==> config.mk <==
export PLATFORM = sky130hd
export DESIGN_NAME = sas_adc_sequencer
export DESIGN_NICKNAME = d
export VERILOG_FILES = /design/src/core/sas_pkg.sv /design/src/core/sas_conv_if.sv /design/src/core/sas_adc_sequencer.sv /design/src/core/sas_sar_engine.sv
export SDC_FILE = /design/constraint.sdc
export NUM_CORES = 1
export LEC_CHECK = 0
export BUFFER_PORTS_ARGS = -buffer_cell sky130_fd_sc_hd__buf_2
export CORE_ASPECT_RATIO = 0.9
export CORE_MARGIN = 2
export CORE_UTILIZATION = 60
export CTS_BUF_LIST = sky130_fd_sc_hd__clkbuf_8
export DETAILED_ROUTE_END_ITERATION = 6
export PLACE_DENSITY = 0.88
export RECOVER_POWER = 100
export SETUP_SLACK_MARGIN = 0.15
export SLEW_MARGIN = 10
export SYNTH_ARGS = -nofsm -noshare
export SYNTH_HDL_FRONTEND = slang
export SYNTH_SLANG_ARGS = --single-unit
==> constraint.sdc <==
create_clock -name aclk -period 2.9 [get_ports aclk]
set_input_delay 0.29 -clock aclk [delete_from_list [all_inputs] [get_ports aclk]]
set_output_delay 0.29 -clock aclk [all_outputs]
set_load 0.02 [all_outputs]
==> src/core/sas_pkg.sv <==
package sas_pkg;

  localparam int SAS_ADDR_W = 8;
  localparam int SAS_DATA_W = 32;
  localparam int SAS_SAR_W = 10;
  localparam int SAS_HIGH_W = 8;
  localparam int SAS_LOW_W = 2;
  localparam int SAS_CH_W = 3;
  localparam int SAS_DIV_W = 2;
  localparam int SAS_CNT_W = 6;

  // register byte addresses
  localparam logic [SAS_ADDR_W-1:0] SAS_OFF_MODE0 = 8'h00;
  localparam logic [SAS_ADDR_W-1:0] SAS_OFF_MODE2 = 8'h04;
  localparam logic [SAS_ADDR_W-1:0] SAS_OFF_CHSEL = 8'h08;
  localparam logic [SAS_ADDR_W-1:0] SAS_OFF_RESH = 8'h0C;
  localparam logic [SAS_ADDR_W-1:0] SAS_OFF_RESL = 8'h10;
  localparam logic [SAS_ADDR_W-1:0] SAS_OFF_COMB = 8'h14;
  localparam logic [SAS_ADDR_W-1:0] SAS_OFF_STATUS = 8'h18;

  // field positions
  localparam int SAS_START_BIT = 7;
  localparam int SAS_EN_BIT = 0;
  localparam int SAS_DIV_LSB = 1;
  localparam int SAS_RES_BIT = 0;
  localparam int SAS_RESL_LSB = 6;
  localparam int SAS_ST_FLAG = 0;
  localparam int SAS_ST_STATE_LSB = 1;
  localparam int SAS_ST_SAMP = 3;
  localparam int SAS_ST_HOLD = 4;

  // reset values and fixed patterns
  localparam logic [SAS_HIGH_W-1:0] SAS_RESH_RST = 8'h00;
  localparam logic [SAS_LOW_W-1:0] SAS_RESL_RST = 2'h0;
  localparam logic [SAS_DIV_W-1:0] SAS_DIV_RST = 2'h0;
  localparam logic [SAS_CH_W-1:0] SAS_CH_RST = 3'h0;
  localparam logic [5:0] SAS_COMB_PAD = 6'h00;
  localparam logic [SAS_SAR_W-1:0] SAS_SAR_ZERO = 10'h000;

  // conversion pacing
  localparam int SAS_SAMPLE_PERIODS = 3;
  localparam int SAS_STEP_BASE = 4;
  localparam logic [3:0] SAS_MSB_IDX = 4'h9;
  localparam logic [3:0] SAS_LAST_10 = 4'h0;
  localparam logic [3:0] SAS_LAST_8 = 4'h2;

  localparam logic [1:0] SAS_RESP_OKAY = 2'h0;
  localparam logic [1:0] SAS_RESP_SLVERR = 2'h2;

  typedef enum logic [2:0] {
    SAS_SEL_NONE, SAS_SEL_MODE0, SAS_SEL_MODE2, SAS_SEL_CHSEL,
    SAS_SEL_RESH, SAS_SEL_RESL, SAS_SEL_COMB, SAS_SEL_STATUS
  } sas_sel_e;

  typedef enum logic [1:0] {SAS_CVT_STOPPED, SAS_CVT_STANDBY, SAS_CVT_RUNNING} sas_cvt_e;

  typedef enum logic [1:0] {SAS_ENG_IDLE, SAS_ENG_SAMPLE, SAS_ENG_COMPARE} sas_eng_e;

  function automatic sas_sel_e sas_decode(input logic [SAS_ADDR_W-1:0] addr);
    case (addr)
      SAS_OFF_MODE0: sas_decode = SAS_SEL_MODE0;
      SAS_OFF_MODE2: sas_decode = SAS_SEL_MODE2;
      SAS_OFF_CHSEL: sas_decode = SAS_SEL_CHSEL;
      SAS_OFF_RESH: sas_decode = SAS_SEL_RESH;
      SAS_OFF_RESL: sas_decode = SAS_SEL_RESL;
      SAS_OFF_COMB: sas_decode = SAS_SEL_COMB;
      SAS_OFF_STATUS: sas_decode = SAS_SEL_STATUS;
      default: sas_decode = SAS_SEL_NONE;
    endcase
  endfunction

  function automatic logic [SAS_SAR_W-1:0] sas_bit(input logic [3:0] idx);
    sas_bit = SAS_SAR_ZERO;
    sas_bit[idx] = 1'b1;
  endfunction

endpackage

==> src/core/sas_conv_if.sv <==
`timescale 1ns/1ps
interface sas_conv_if;
  import sas_pkg::*;
  logic go;
  logic run;
  logic res8;
  logic [SAS_DIV_W-1:0] div_sel;
  logic comp_ge;
  logic sampling;
  logic hold;
  logic done;
  logic [SAS_SAR_W-1:0] result;
  logic [SAS_SAR_W-1:0] tap;
  modport ctrl (output go, run, res8, div_sel, comp_ge,
    input sampling, hold, done, result, tap);
  modport engine (input go, run, res8, div_sel, comp_ge,
    output sampling, hold, done, result, tap);
endinterface

==> src/core/sas_adc_sequencer.sv <==
`timescale 1ns/1ps
// Contract
// sample channel, then hold until done
// first trial sets bit 9, half tap
// bit 9 kept if at or above half
// bit 8 trial, tap from bit 9
// trial bit kept when input >= tap
// repeat down to bit 0, ten compares
// copy result into high/low registers
// end irq raised with result latch
// start bit self-clears, back to standby
// one conversion per start write
// reset clears both result registers
// high holds top eight, low two
// combined result is approximation times 64
// enable from stopped gives standby
// software waits stabilization before start
// start cleared mid-run aborts conversion
// enable cleared in standby stops converter
// software never starts with enable low
// start while stopped is ignored
// resolution bit picks 10 or 8 bits
// three-bit channel select of eight
// 8-bit mode low result reads zero
// steps paced by divided clock, sampling first
module sas_adc_sequencer
  import sas_pkg::*;
#(
  parameter int SAMPLE_PERIODS = SAS_SAMPLE_PERIODS,
  parameter int STEP_BASE = SAS_STEP_BASE
) (
  input logic aclk,
  input logic aresetn,
  input logic [SAS_ADDR_W-1:0] s_axi_awaddr,
  input logic s_axi_awvalid,
  output logic s_axi_awready,
  input logic [SAS_DATA_W-1:0] s_axi_wdata,
  input logic [3:0] s_axi_wstrb,
  input logic s_axi_wvalid,
  output logic s_axi_wready,
  output logic [1:0] s_axi_bresp,
  output logic s_axi_bvalid,
  input logic s_axi_bready,
  input logic [SAS_ADDR_W-1:0] s_axi_araddr,
  input logic s_axi_arvalid,
  output logic s_axi_arready,
  output logic [SAS_DATA_W-1:0] s_axi_rdata,
  output logic [1:0] s_axi_rresp,
  output logic s_axi_rvalid,
  input logic s_axi_rready,
  input logic comp_ge_pin,
  output logic [SAS_CH_W-1:0] channel_sel,
  output logic sample_en,
  output logic hold_en,
  output logic [SAS_SAR_W-1:0] tap_code,
  output logic conversion_end_irq
);

  sas_conv_if conv ();

  // bus slave state
  logic awready_q;
  logic wready_q;
  logic aw_full_q;
  logic w_full_q;
  logic [SAS_ADDR_W-1:0] awaddr_q;
  logic [SAS_DATA_W-1:0] wdata_q;
  logic [3:0] wstrb_q;
  logic bvalid_q;
  logic [1:0] bresp_q;
  logic arready_q;
  logic rvalid_q;
  logic [1:0] rresp_q;
  logic [SAS_DATA_W-1:0] rdata_q;

  // converter control
  logic enable_q;
  logic start_q;
  logic go_q;
  logic [SAS_DIV_W-1:0] div_q;
  logic res8_q;
  logic [SAS_CH_W-1:0] chsel_q;
  logic [SAS_HIGH_W-1:0] res_high_q;
  logic [SAS_LOW_W-1:0] res_low_q;
  logic done_flag_q;
  logic irq_q;
  logic comp_s1_q;
  logic comp_s2_q;

  logic wr_fire;
  sas_sel_e wr_sel;
  logic wr_lane0;
  logic wr_mode0;
  logic wr_mode2;
  logic wr_chsel;
  logic wr_status;
  logic wr_ok;
  logic latch_result;
  sas_cvt_e cvt_state;
  logic [SAS_DATA_W-1:0] rd_word;
  logic rd_ok;

  // ---- write channel ----
  assign wr_fire = aw_full_q && w_full_q && !bvalid_q;
  assign wr_sel = sas_decode(awaddr_q);
  assign wr_lane0 = wstrb_q[0];
  assign wr_mode0 = wr_fire && wr_lane0 && (wr_sel == SAS_SEL_MODE0);
  assign wr_mode2 = wr_fire && wr_lane0 && (wr_sel == SAS_SEL_MODE2);
  assign wr_chsel = wr_fire && wr_lane0 && (wr_sel == SAS_SEL_CHSEL);
  assign wr_status = wr_fire && wr_lane0 && (wr_sel == SAS_SEL_STATUS);
  assign wr_ok = (wr_sel == SAS_SEL_MODE0) || (wr_sel == SAS_SEL_MODE2)
    || (wr_sel == SAS_SEL_CHSEL) || (wr_sel == SAS_SEL_STATUS);

  // address and data are captured independently, in either order
  always_ff @(posedge aclk) begin
    if (!aresetn) begin
      awready_q <= 1'b0;
      aw_full_q <= 1'b0;
      awaddr_q <= '0;
    end else if (s_axi_awvalid && awready_q) begin
      awready_q <= 1'b0;
      aw_full_q <= 1'b1;
      awaddr_q <= s_axi_awaddr;
    end else if (wr_fire) begin
      aw_full_q <= 1'b0;
    end else if (!aw_full_q && !bvalid_q) begin
      awready_q <= 1'b1;
    end
  end

  always_ff @(posedge aclk) begin
    if (!aresetn) begin
      wready_q <= 1'b0;
      w_full_q <= 1'b0;
      wdata_q <= '0;
      wstrb_q <= '0;
    end else if (s_axi_wvalid && wready_q) begin
      wready_q <= 1'b0;
      w_full_q <= 1'b1;
      wdata_q <= s_axi_wdata;
      wstrb_q <= s_axi_wstrb;
    end else if (wr_fire) begin
      w_full_q <= 1'b0;
    end else if (!w_full_q && !bvalid_q) begin
      wready_q <= 1'b1;
    end
  end

  // read-only and unmapped words answer slverr and change nothing
  always_ff @(posedge aclk) begin
    if (!aresetn) begin
      bvalid_q <= 1'b0;
      bresp_q <= SAS_RESP_OKAY;
    end else if (wr_fire) begin
      bvalid_q <= 1'b1;
      bresp_q <= wr_ok ? SAS_RESP_OKAY : SAS_RESP_SLVERR;
    end else if (bvalid_q && s_axi_bready) begin
      bvalid_q <= 1'b0;
    end
  end

  // ---- converter mode and start control ----
  always_ff @(posedge aclk) begin
    if (!aresetn) begin
      enable_q <= 1'b0;
      start_q <= 1'b0;
      go_q <= 1'b0;
      div_q <= SAS_DIV_RST;
    end else begin
      go_q <= 1'b0;
      if (wr_mode0) begin
        enable_q <= wdata_q[SAS_EN_BIT];
        div_q <= wdata_q[SAS_DIV_LSB +: SAS_DIV_W];
        // a start needs the converter already enabled; a set bit is not re-armed
        if (wdata_q[SAS_START_BIT] && wdata_q[SAS_EN_BIT] && enable_q && !start_q) begin
          start_q <= 1'b1;
          go_q <= 1'b1;
        // an end that the write suppresses must still free the start bit
        end else if (!wdata_q[SAS_START_BIT] || !wdata_q[SAS_EN_BIT] || conv.done) begin
          start_q <= 1'b0;
        end
      end else if (conv.done) begin
        start_q <= 1'b0;
      end
    end
  end

  always_ff @(posedge aclk) begin
    if (!aresetn) begin
      res8_q <= 1'b0;
    end else if (wr_mode2) begin
      res8_q <= wdata_q[SAS_RES_BIT];
    end
  end

  always_ff @(posedge aclk) begin
    if (!aresetn) begin
      chsel_q <= SAS_CH_RST;
    end else if (wr_chsel) begin
      chsel_q <= wdata_q[SAS_CH_W-1:0];
    end
  end

  // ---- result capture ----
  // a mode write landing on the end cycle wins: no latch, no irq
  assign latch_result = conv.done && !wr_mode0;

  always_ff @(posedge aclk) begin
    if (!aresetn) begin
      res_high_q <= SAS_RESH_RST;
      res_low_q <= SAS_RESL_RST;
    end else if (latch_result) begin
      res_high_q <= conv.result[SAS_SAR_W-1 -: SAS_HIGH_W];
      res_low_q <= res8_q ? SAS_RESL_RST : conv.result[SAS_LOW_W-1:0];
    end
  end

  always_ff @(posedge aclk) begin
    if (!aresetn) begin
      irq_q <= 1'b0;
    end else begin
      irq_q <= latch_result;
    end
  end

  // sticky end flag, write one to clear; a new end wins over the clear
  always_ff @(posedge aclk) begin
    if (!aresetn) begin
      done_flag_q <= 1'b0;
    end else if (latch_result) begin
      done_flag_q <= 1'b1;
    end else if (wr_status && wdata_q[SAS_ST_FLAG]) begin
      done_flag_q <= 1'b0;
    end
  end

  // comparator decision is asynchronous to aclk
  always_ff @(posedge aclk) begin
    if (!aresetn) begin
      comp_s1_q <= 1'b0;
      comp_s2_q <= 1'b0;
    end else begin
      comp_s1_q <= comp_ge_pin;
      comp_s2_q <= comp_s1_q;
    end
  end

  // ---- engine ----
  assign conv.go = go_q;
  assign conv.run = start_q;
  assign conv.res8 = res8_q;
  assign conv.div_sel = div_q;
  assign conv.comp_ge = comp_s2_q;

  // the engine period must cover the two-flop comparator delay
  sas_sar_engine #(
    .SAMPLE_PERIODS(SAMPLE_PERIODS),
    .STEP_BASE(STEP_BASE)
  ) u_engine (
    .aclk(aclk),
    .aresetn(aresetn),
    .conv(conv.engine)
  );

  // ---- read channel ----
  always_comb begin
    if (!enable_q) begin
      cvt_state = SAS_CVT_STOPPED;
    end else if (start_q) begin
      cvt_state = SAS_CVT_RUNNING;
    end else begin
      cvt_state = SAS_CVT_STANDBY;
    end
  end

  always_comb begin
    rd_word = '0;
    rd_ok = 1'b1;
    case (sas_decode(s_axi_araddr))
      SAS_SEL_MODE0: begin
        rd_word[SAS_EN_BIT] = enable_q;
        rd_word[SAS_DIV_LSB +: SAS_DIV_W] = div_q;
        rd_word[SAS_START_BIT] = start_q;
      end
      SAS_SEL_MODE2: begin
        rd_word[SAS_RES_BIT] = res8_q;
      end
      SAS_SEL_CHSEL: begin
        rd_word[SAS_CH_W-1:0] = chsel_q;
      end
      SAS_SEL_RESH: begin
        rd_word[SAS_HIGH_W-1:0] = res_high_q;
      end
      SAS_SEL_RESL: begin
        rd_word[SAS_RESL_LSB +: SAS_LOW_W] = res_low_q;
      end
      SAS_SEL_COMB: begin
        rd_word = SAS_DATA_W'({res_high_q, res_low_q, SAS_COMB_PAD});
      end
      SAS_SEL_STATUS: begin
        rd_word[SAS_ST_FLAG] = done_flag_q;
        rd_word[SAS_ST_STATE_LSB +: 2] = cvt_state;
        rd_word[SAS_ST_SAMP] = conv.sampling;
        rd_word[SAS_ST_HOLD] = conv.hold;
      end
      default: begin
        rd_ok = 1'b0;
      end
    endcase
  end

  always_ff @(posedge aclk) begin
    if (!aresetn) begin
      arready_q <= 1'b0;
      rvalid_q <= 1'b0;
      rresp_q <= SAS_RESP_OKAY;
      rdata_q <= '0;
    end else if (s_axi_arvalid && arready_q) begin
      arready_q <= 1'b0;
      rvalid_q <= 1'b1;
      rresp_q <= rd_ok ? SAS_RESP_OKAY : SAS_RESP_SLVERR;
      rdata_q <= rd_word;
    end else if (rvalid_q && s_axi_rready) begin
      rvalid_q <= 1'b0;
    end else if (!rvalid_q) begin
      arready_q <= 1'b1;
    end
  end

  // ---- outputs ----
  assign s_axi_awready = awready_q;
  assign s_axi_wready = wready_q;
  assign s_axi_bvalid = bvalid_q;
  assign s_axi_bresp = bresp_q;
  assign s_axi_arready = arready_q;
  assign s_axi_rvalid = rvalid_q;
  assign s_axi_rresp = rresp_q;
  assign s_axi_rdata = rdata_q;
  assign channel_sel = chsel_q;
  assign sample_en = conv.sampling;
  assign hold_en = conv.hold;
  assign tap_code = conv.tap;
  assign conversion_end_irq = irq_q;

endmodule

==> src/core/sas_sar_engine.sv <==
`timescale 1ns/1ps
module sas_sar_engine
  import sas_pkg::*;
#(
  parameter int SAMPLE_PERIODS = SAS_SAMPLE_PERIODS,
  parameter int STEP_BASE = SAS_STEP_BASE
) (
  input logic aclk,
  input logic aresetn,
  sas_conv_if.engine conv
);

  sas_eng_e state_q;
  logic [SAS_CNT_W-1:0] cnt_q;
  logic [SAS_CNT_W-1:0] period;
  logic tick;
  logic [SAS_CNT_W-1:0] samp_q;
  logic [3:0] idx_q;
  logic [3:0] last_idx;
  logic [SAS_SAR_W-1:0] sar_q;
  logic [SAS_SAR_W-1:0] decided;
  logic [SAS_SAR_W-1:0] result_q;
  logic sampling_q;
  logic hold_q;
  logic done_q;

  // one conversion-clock period, base cycles scaled by the divider
  assign period = SAS_CNT_W'(STEP_BASE) << conv.div_sel;
  assign tick = (cnt_q == period - 1'b1);
  assign last_idx = conv.res8 ? SAS_LAST_8 : SAS_LAST_10;
  // trial bit stays set only when input is at or above the tap
  assign decided = conv.comp_ge ? sar_q : (sar_q & ~sas_bit(idx_q));

  always_ff @(posedge aclk) begin
    if (!aresetn || state_q == SAS_ENG_IDLE || tick) begin
      cnt_q <= '0;
    end else begin
      cnt_q <= cnt_q + 1'b1;
    end
  end

  always_ff @(posedge aclk) begin
    if (!aresetn) begin
      state_q <= SAS_ENG_IDLE;
      samp_q <= '0;
      idx_q <= SAS_MSB_IDX;
      sar_q <= SAS_SAR_ZERO;
      result_q <= SAS_SAR_ZERO;
      sampling_q <= 1'b0;
      hold_q <= 1'b0;
      done_q <= 1'b0;
    end else begin
      done_q <= 1'b0;
      case (state_q)
        SAS_ENG_IDLE: begin
          if (conv.go) begin
            state_q <= SAS_ENG_SAMPLE;
            samp_q <= '0;
            sampling_q <= 1'b1;
            hold_q <= 1'b0;
          end
        end
        SAS_ENG_SAMPLE: begin
          if (!conv.run) begin
            state_q <= SAS_ENG_IDLE;
            sampling_q <= 1'b0;
          end else if (tick) begin
            if (samp_q == SAS_CNT_W'(SAMPLE_PERIODS - 1)) begin
              state_q <= SAS_ENG_COMPARE;
              sampling_q <= 1'b0;
              hold_q <= 1'b1;
              idx_q <= SAS_MSB_IDX;
              sar_q <= sas_bit(SAS_MSB_IDX);
            end else begin
              samp_q <= samp_q + 1'b1;
            end
          end
        end
        SAS_ENG_COMPARE: begin
          if (!conv.run) begin
            state_q <= SAS_ENG_IDLE;
            hold_q <= 1'b0;
          end else if (tick) begin
            if (idx_q == last_idx) begin
              sar_q <= decided;
              result_q <= decided;
              done_q <= 1'b1;
              hold_q <= 1'b0;
              state_q <= SAS_ENG_IDLE;
            end else begin
              sar_q <= decided | sas_bit(idx_q - 1'b1);
              idx_q <= idx_q - 1'b1;
            end
          end
        end
        default: begin
          state_q <= SAS_ENG_IDLE;
        end
      endcase
    end
  end

  assign conv.sampling = sampling_q;
  assign conv.hold = hold_q;
  assign conv.done = done_q;
  assign conv.result = result_q;
  assign conv.tap = sar_q;

endmodule

== Word-level counts from Yosys, hierarchy flattened ==
Index checks and enable logic that the tools add are counted.

* Word-level logic and storage cells: 233
* Output and inout bits: 57
* Input port bits: 60
* Register bits: 124

* Shift operators: 1
* Eq/ne operators: 41
* Multiplexer cells: 76
* $lt $le $gt $ge: 4
* Bitwise gates (word level): 7
* Add/subtract/negate cells: 4
* Reduce and logical (&&, ||, !) cells: 66

{| class="wikitable"
|+ Operators by type and width
! cell !! number
|-
| $mux 10 || 7
|-
| $eq 8x5->1 const B || 6
|-
| $pmux 3 s7 || 2
|-
| $eq 8x4->1 const B || 4
|-
| $mux 1 || 30
|-
| $mux 2 || 13
|-
| $mux 4 || 6
|-
| $mux 6 || 4
|-
| $logic_and 1x1->1 || 21
|-
| $pmux 10 s2 || 1
|-
| $eq 8x3->1 const B || 2
|-
| $logic_not 8->1 || 2
|-
| $reduce_bool 2->1 || 8
|-
| $eq 3x3->1 const B || 5
|-
| $reduce_and 7->1 || 2
|-
| $add 6x1->6 const B || 2
|-
| $eq 3x2->1 const B || 4
|-
| $ne 3x2->1 const B || 4
|-
| $pmux 6 s2 || 1
|-
| $reduce_and 4->1 || 3
|-
| $and 10x10->10 || 1
|-
| $lt 4x5->1 const B || 2
|-
| $ne 2x2->1 const B || 5
|-
| $not 10->10 || 1
|-
| 32 further kinds || 63
|}

== Depth between registers and ports, before layout ==
* Depth in word-level cells: 12
* Gate-level depth with buffers: 8
* Mapped depth without buffers: 7

== By module ==
Synthesis repeated with hierarchy kept, for this count alone.

* Cell total of the unflattened synthesis: 583
* Area total of the unflattened synthesis: 4987.3 µm²

{| class="wikitable"
|+ Modules (own cells, without submodules)
! module !! cells an instance !! sequential area each (µm²) !! area an instance (µm²) !! instances
|-
| sas_adc_sequencer || 311 || 1221.2 || 2666.3 || 1
|-
| sas_sar_engine || 272 || 820.8 || 2321.0 || 1
|}

== Least setup slack after synthesis ==
Ideal clock, no wire load.

* Kind: reg2reg
* Start: register bvalid_q (netlist: s_axi_bvalid)
* End: register res_high_q[2]
* Period minus slack after synthesis: 1.816 ns
* Data arrival time: 1.689 ns
* Path buffers: 1
* Path slack: 1.084 ns
* Setup time: 0.128 ns
* Stages on the path, launching flop included: 7
* Required time: 2.772 ns
* Cell sequence: dfxtp_1 and3b_1 nand4_2 o41ai_4 buf_4 mux2i_1 nor2_1

* Word-level cells in the longest chain between the ends: 6

{| class="wikitable"
|+ RTL lines
! item !! line !! text
|-
| start: declaration || sas_adc_sequencer.sv:69 || <nowiki>logic bvalid_q;</nowiki>
|-
| start signal: assignment || sas_adc_sequencer.sv:152 || <nowiki>bvalid_q <= 1'b0;</nowiki>
|-
| start signal: assignment || sas_adc_sequencer.sv:155 || <nowiki>bvalid_q <= 1'b1;</nowiki>
|-
| start signal: assignment || sas_adc_sequencer.sv:158 || <nowiki>bvalid_q <= 1'b0;</nowiki>
|-
| $logic_not 1->1 || sas_adc_sequencer.sv:104 || <nowiki>assign wr_fire = aw_full_q && w_full_q && !bvalid_q;</nowiki>
|-
| $logic_and 1x1->1 || sas_adc_sequencer.sv:104 ||
|-
| $logic_and 1x1->1 (2 in series) || sas_adc_sequencer.sv:107 || <nowiki>assign wr_mode0 = wr_fire && wr_lane0 && (wr_sel == SAS_SEL_MODE0);</nowiki>
|-
| $logic_not 1->1 || sas_adc_sequencer.sv:206 || <nowiki>assign latch_result = conv.done && !wr_mode0;</nowiki>
|-
| $logic_and 1x1->1 || sas_adc_sequencer.sv:206 ||
|-
| end signal: assignment || sas_adc_sequencer.sv:213 || <nowiki>res_high_q <= conv.result[SAS_SAR_W-1 -: SAS_HIGH_W];</nowiki>
|-
| end: declaration || sas_adc_sequencer.sv:83 || <nowiki>logic [SAS_HIGH_W-1:0] res_high_q;</nowiki>
|}

Every way passes these cells.
A chain may end at the register's enable or synchronous reset.

== Worst setup path after layout ==
* Start: register u_engine.state_q[0]
* End: register u_engine.sar_q[3] (netlist: u_engine.conv.tap[3])

* Word-level cells in the longest chain between the ends: 3
* Elaborated cells between the ends (all ways): 10
* Classes of those cells: eq/ne: 7; mux: 1; reduce/logical: 2

{| class="wikitable"
|+ RTL lines
! item !! line !! text
|-
| start: declaration || sas_sar_engine.sv:13 || <nowiki>sas_eng_e state_q;</nowiki>
|-
| start signal: assignment || sas_sar_engine.sv:44 || <nowiki>state_q <= SAS_ENG_IDLE;</nowiki>
|-
| start signal: assignment || sas_sar_engine.sv:57 || <nowiki>state_q <= SAS_ENG_SAMPLE;</nowiki>
|-
| start signal: assignment || sas_sar_engine.sv:65 || <nowiki>state_q <= SAS_ENG_IDLE;</nowiki>
|-
| $eq 2x2->1 / $eq 2x1->1 (equally long branches) || sas_sar_engine.sv:54 || <nowiki>case (state_q)</nowiki>
|-
| $ne 2x1->1 (no source line) (tied with other cells) || n/a ||
|-
| $reduce_and 6->1 (no source line) || n/a ||
|-
| end signal: assignment || sas_sar_engine.sv:73 || <nowiki>sar_q <= sas_bit(SAS_MSB_IDX);</nowiki>
|-
| end signal: assignment || sas_sar_engine.sv:85 || <nowiki>sar_q <= decided;</nowiki>
|-
| end signal: assignment || sas_sar_engine.sv:91 || <nowiki>sar_q <= decided | sas_bit(idx_q - 1'b1);</nowiki>
|-
| end: declaration || sas_sar_engine.sv:20 || <nowiki>logic [SAS_SAR_W-1:0] sar_q;</nowiki>
|}

Parallel ways exist; a longest one is shown, timed or not.

==> flow_metrics.tcl <==
set metrics [dict create \
    nets 687 \
    worst_clk_skew_ns 0.0136 \
    synth.yosys.warnings 0 \
    ff_latch_area_sq_mm 0.00204 \
    groute.layer.met2.usage 0.410 \
    slew_viol_final 0 \
    grt_antenna_before_repair 0 \
    post-route-worst-setup-slack_ns 0.468 \
    timing.critical_path.fanout_max 8 \
    capture_instance_of_the_worst_register_to_register_path "u_engine.conv.tap[3]" \
    critPathArrivalTime_ns 2.65 \
    grt_util_met1 0.329 \
    path_buf_inv 0 \
    min_delay_worst_endpoint "comp_s1_q" \
    dr_total_vias 4198 \
    syn-instance-count 564 \
    status "finished clean" \
    library_cell_contributing_the_largest_single_delay_on_the_critical_path "sky130_fd_sc_hd__o21ai_0" \
    synth-edff-count 0 \
    required_ns 3.12 \
    cp-end-kind "register" \
    std_cell_rows 30 \
    rsz_0062_raised_after_global_routing "false" \
    cts.repair.resized 0 \
    ctsHoldBuffers 0 \
    path_cells "nor2b_1 -> nand3_1 -> o21ai_0 -> o22ai_1" \
    share_of_cells_above_drive_strength_1 0.0865 \
    drt-initial-drc-count 216 \
    drcViolationCount 0 \
    synth-seq-area-share 0.428 \
    timing.fmax_mhz 411 \
    clockBufferDepth 2 \
    grt_overflow_total 0 \
    postSynth.topFlopCell "sky130_fd_sc_hd__dfxtp_1" \
    count_of_maximum_capacitance_violations 0 \
    cts.clk_slew.worst_paths_ns 0.09 \
    tritoncts "done" \
    synth_area_per_cell_sq_um 8.46 \
    r2r_start "u_engine.state_q[0]" \
    place.detailed.hpwl_um 7710 \
    fillCellCount 647 \
    timing.slew.headroom 0.0505 \
    library_cell_used_as_clock_root_buffer "sky130_fd_sc_hd__clkbuf_8" \
    min-delay-path-class "primary input to register" \
    max_stage_delay_ns 0.84 \
    worst-setup-path-type "register to register" \
    timing.reg2reg.worst_path_depth 4 \
    synth.distinct_cells 66 \
    first_pass_iters 5 \
    port_buffers 67 \
    timing.final.setup_violations 0 \
    ys_async_sr_fraction 0 \
    grt_pass1_vias 3703 \
    globalRouteTotalUtil 0.247 \
    placement.setup.worst_slack_ns 0.674 \
    hold_path_cells 2 \
    reg2reg_setup_slack_ns 0.47 \
    grt_first_pass_wirelength_um 17400 \
    min_period_over_period 0.838 \
    power.leakage_nw 1.99 \
    globalRoute.busiestLayer "met2" \
    numCtsBuffers 9 \
    power.density_cell_area_mw_per_mm2 469 \
    detail_route.wl_per_cell_um 14.7 \
    overall_power_w 0.00244 \
    tightest_slew_ns 1.42 \
    multiInputGateArea_sq_mm 0.00247 \
    clock_sink_count 102 \
    top_level_ports 117 \
    die_w_um 98.0 \
    mappedNetlistArea_sq_mm 0.00477 \
    globalRouteMet3Util 0.0553 \
    detail_route.wirelength_um 10600 \
    cts_setup_buffers 0 \
    hold_startpoint "comp_ge_pin" \
    route.detailed.vias_per_inst 5.83 \
    place.gp.congestion 0.969 \
    diodes 0 \
    layout-area-overhead-vs-synth_pct 8.76 \
    floorplan.initialDensity 0.626 \
    final_sum_of_negative_setup_slack_ns 0 \
    final_number_of_hold_violating_endpoints 0 \
    worst_path_dominant_cell_family "compound AO/OA/AOI/OAI gates" \
    final.min_clock_period_ns 2.43 \
    die_h_um 88.6 \
    antenna_violating_nets_post_route 0 \
    floorplan.die_area_sq_mm 0.00868 \
    largest_net_degree_at_the_start_of_global_routing 36 \
    cts_h_tree_depth 3 \
    clock_insertion_delay_worst_skew_ns 0.37 \
    startpoint_types "register" \
    core_region_area_sq_mm 0.00762 \
    worst_ir_drop_vdd_uv 288 \
    synth.ff_latch_count 102 \
]
cell usage in the layout (no fill, tap or decap), types with 4 or more instances in the layout:
cell type | Yosys | final
sky130_fd_sc_hd__dfxtp_1 | 102 | 102
sky130_fd_sc_hd__nand2_1 | 58 | 58
sky130_fd_sc_hd__nor2_1 | 53 | 53
sky130_fd_sc_hd__a21oi_1 | 51 | 51
sky130_fd_sc_hd__clkbuf_1 | 21 | 44
sky130_fd_sc_hd__o21ai_0 | 31 | 33
sky130_fd_sc_hd__nand3_1 | 32 | 32
sky130_fd_sc_hd__buf_2 | 3 | 27
sky130_fd_sc_hd__mux2i_1 | 22 | 22
sky130_fd_sc_hd__conb_1 | 1 | 18
sky130_fd_sc_hd__inv_1 | 14 | 15
sky130_fd_sc_hd__nor2b_1 | 12 | 12
sky130_fd_sc_hd__nor3_1 | 11 | 12
sky130_fd_sc_hd__nand4_1 | 10 | 11
sky130_fd_sc_hd__clkbuf_8 | 0 | 10
sky130_fd_sc_hd__a22o_1 | 8 | 8
sky130_fd_sc_hd__nand2b_1 | 8 | 8
sky130_fd_sc_hd__ha_1 | 8 | 8
sky130_fd_sc_hd__and2_1 | 10 | 7
sky130_fd_sc_hd__or3_1 | 6 | 6
sky130_fd_sc_hd__and3_1 | 6 | 6
sky130_fd_sc_hd__xnor2_1 | 5 | 5
sky130_fd_sc_hd__a22oi_1 | 4 | 4
sky130_fd_sc_hd__a31oi_1 | 4 | 4
sky130_fd_sc_hd__o31a_1 | 4 | 4
final cells by class:
type                            instances  area share
Multi-Input combinational cell        419       0.477
Sequential cell                       102       0.394
Timing Repair Buffer                   72      0.0593
Clock buffer                           10      0.0265
Tap cell                               96      0.0231
Inverter                               15      0.0109
Clock inverter                          6     0.00989
power breakdown:
| part | switching (W) | total, W | leakage [nW] | internal, W |
|---|---|---|---|---|
| combinational | 0.000101 | 0.000141 | 1.07 | 0.0000406 |
| sequential | 0.0000241 | 0.00144 | 0.825 | 0.00142 |
| clock | 0.000499 | 0.000850 | 0.0996 | 0.000351 |
per-layer routing:
metal  up-vias  wire (um)
met5         -          0
met4         0        120
met3         9        645
met2       153       5080
met1      1966       4740
li1       2070          -
how the worst max path moves through the flow:
| stage | startpoint | depth (start not counted) | endpoint | slack [ns] |
|---|---|---|---|---|
| global placement | u_engine.idx_q[1] | 5 | u_engine.conv.result[9] | 0.69 |
| floorplan | s_axi_bvalid | 6 | res_high_q[2] | 1.08 |
| global route | u_engine.state_q[0] | 4 | u_engine.conv.tap[3] | 0.26 |
| detailed placement | u_engine.idx_q[1] | 5 | u_engine.conv.result[5] | 0.67 |
| finish | u_engine.state_q[0] | 4 | u_engine.conv.tap[3] | 0.47 |
| CTS | u_engine.idx_q[1] | 5 | u_engine.conv.result[3] | 0.64 |
Yosys cell counts, types with 4 or more instances:
cell                       instances  area [sq um]
sky130_fd_sc_hd__nor2b_1          12          75.1
sky130_fd_sc_hd__and2_1           10          62.6
sky130_fd_sc_hd__buf_4            19           143
sky130_fd_sc_hd__o31a_1            4          35.0
sky130_fd_sc_hd__nor2_1           53           199
sky130_fd_sc_hd__a22oi_1           4          30.0
sky130_fd_sc_hd__inv_1            14          52.6
sky130_fd_sc_hd__xnor2_1           5          43.8
sky130_fd_sc_hd__o21ai_1           4          20.0
sky130_fd_sc_hd__and3_1            6          37.5
sky130_fd_sc_hd__dfxtp_1         102          2040
sky130_fd_sc_hd__or3_1             6          37.5
sky130_fd_sc_hd__o21ai_0          31           155
sky130_fd_sc_hd__a31oi_1           4          25.0
sky130_fd_sc_hd__nor3_1           11          55.1
sky130_fd_sc_hd__clkbuf_1         21          78.8
sky130_fd_sc_hd__nand2b_1          8          50.1
sky130_fd_sc_hd__ha_1              8           100
sky130_fd_sc_hd__nand4_1          10          62.6
sky130_fd_sc_hd__nand2_1          58           218
sky130_fd_sc_hd__a22o_1            8          70.1
sky130_fd_sc_hd__mux2i_1          22           220
sky130_fd_sc_hd__nand3_1          32           160
sky130_fd_sc_hd__a21oi_1          51           255
state kept, by name (all words and copies together) (netlist names), 6 cells and up:
signal / count
awaddr_q: 8
res_high_q: 8
s_axi_rdata: 16
u_engine.cnt_q: 6
u_engine.conv.result: 10
u_engine.conv.tap: 10
u_engine.samp_q: 6
per-stage QoR:
stage                     instances  cell area, sq um  utilization  hold WS [ns]
after floorplan                 581              4830            -         0.412
after global placement          704              5080        0.667         0.416
after detailed placement        704              5080        0.667         0.421
after CTS                       720              5270        0.692         0.115
after global routing            720              5190        0.681         0.124
final                           720              5190        0.681         0.129
cell families (layout without fill, tap and decap cells):
logic type	after synthesis	after routing	synth area share
other	1	18	0.000786
and+or+nand+nor	223	223	0.231
DFF	102	102	0.428
muxes	25	25	0.0556
xor gates and xnor gates	8	8	0.0147
adders and majority gates	8	8	0.0210
AOI/OAI and AO/OA	137	137	0.186
buffers and inverters	60	103	0.0629
No activity file was read; power rests on OpenSTA's default activity.
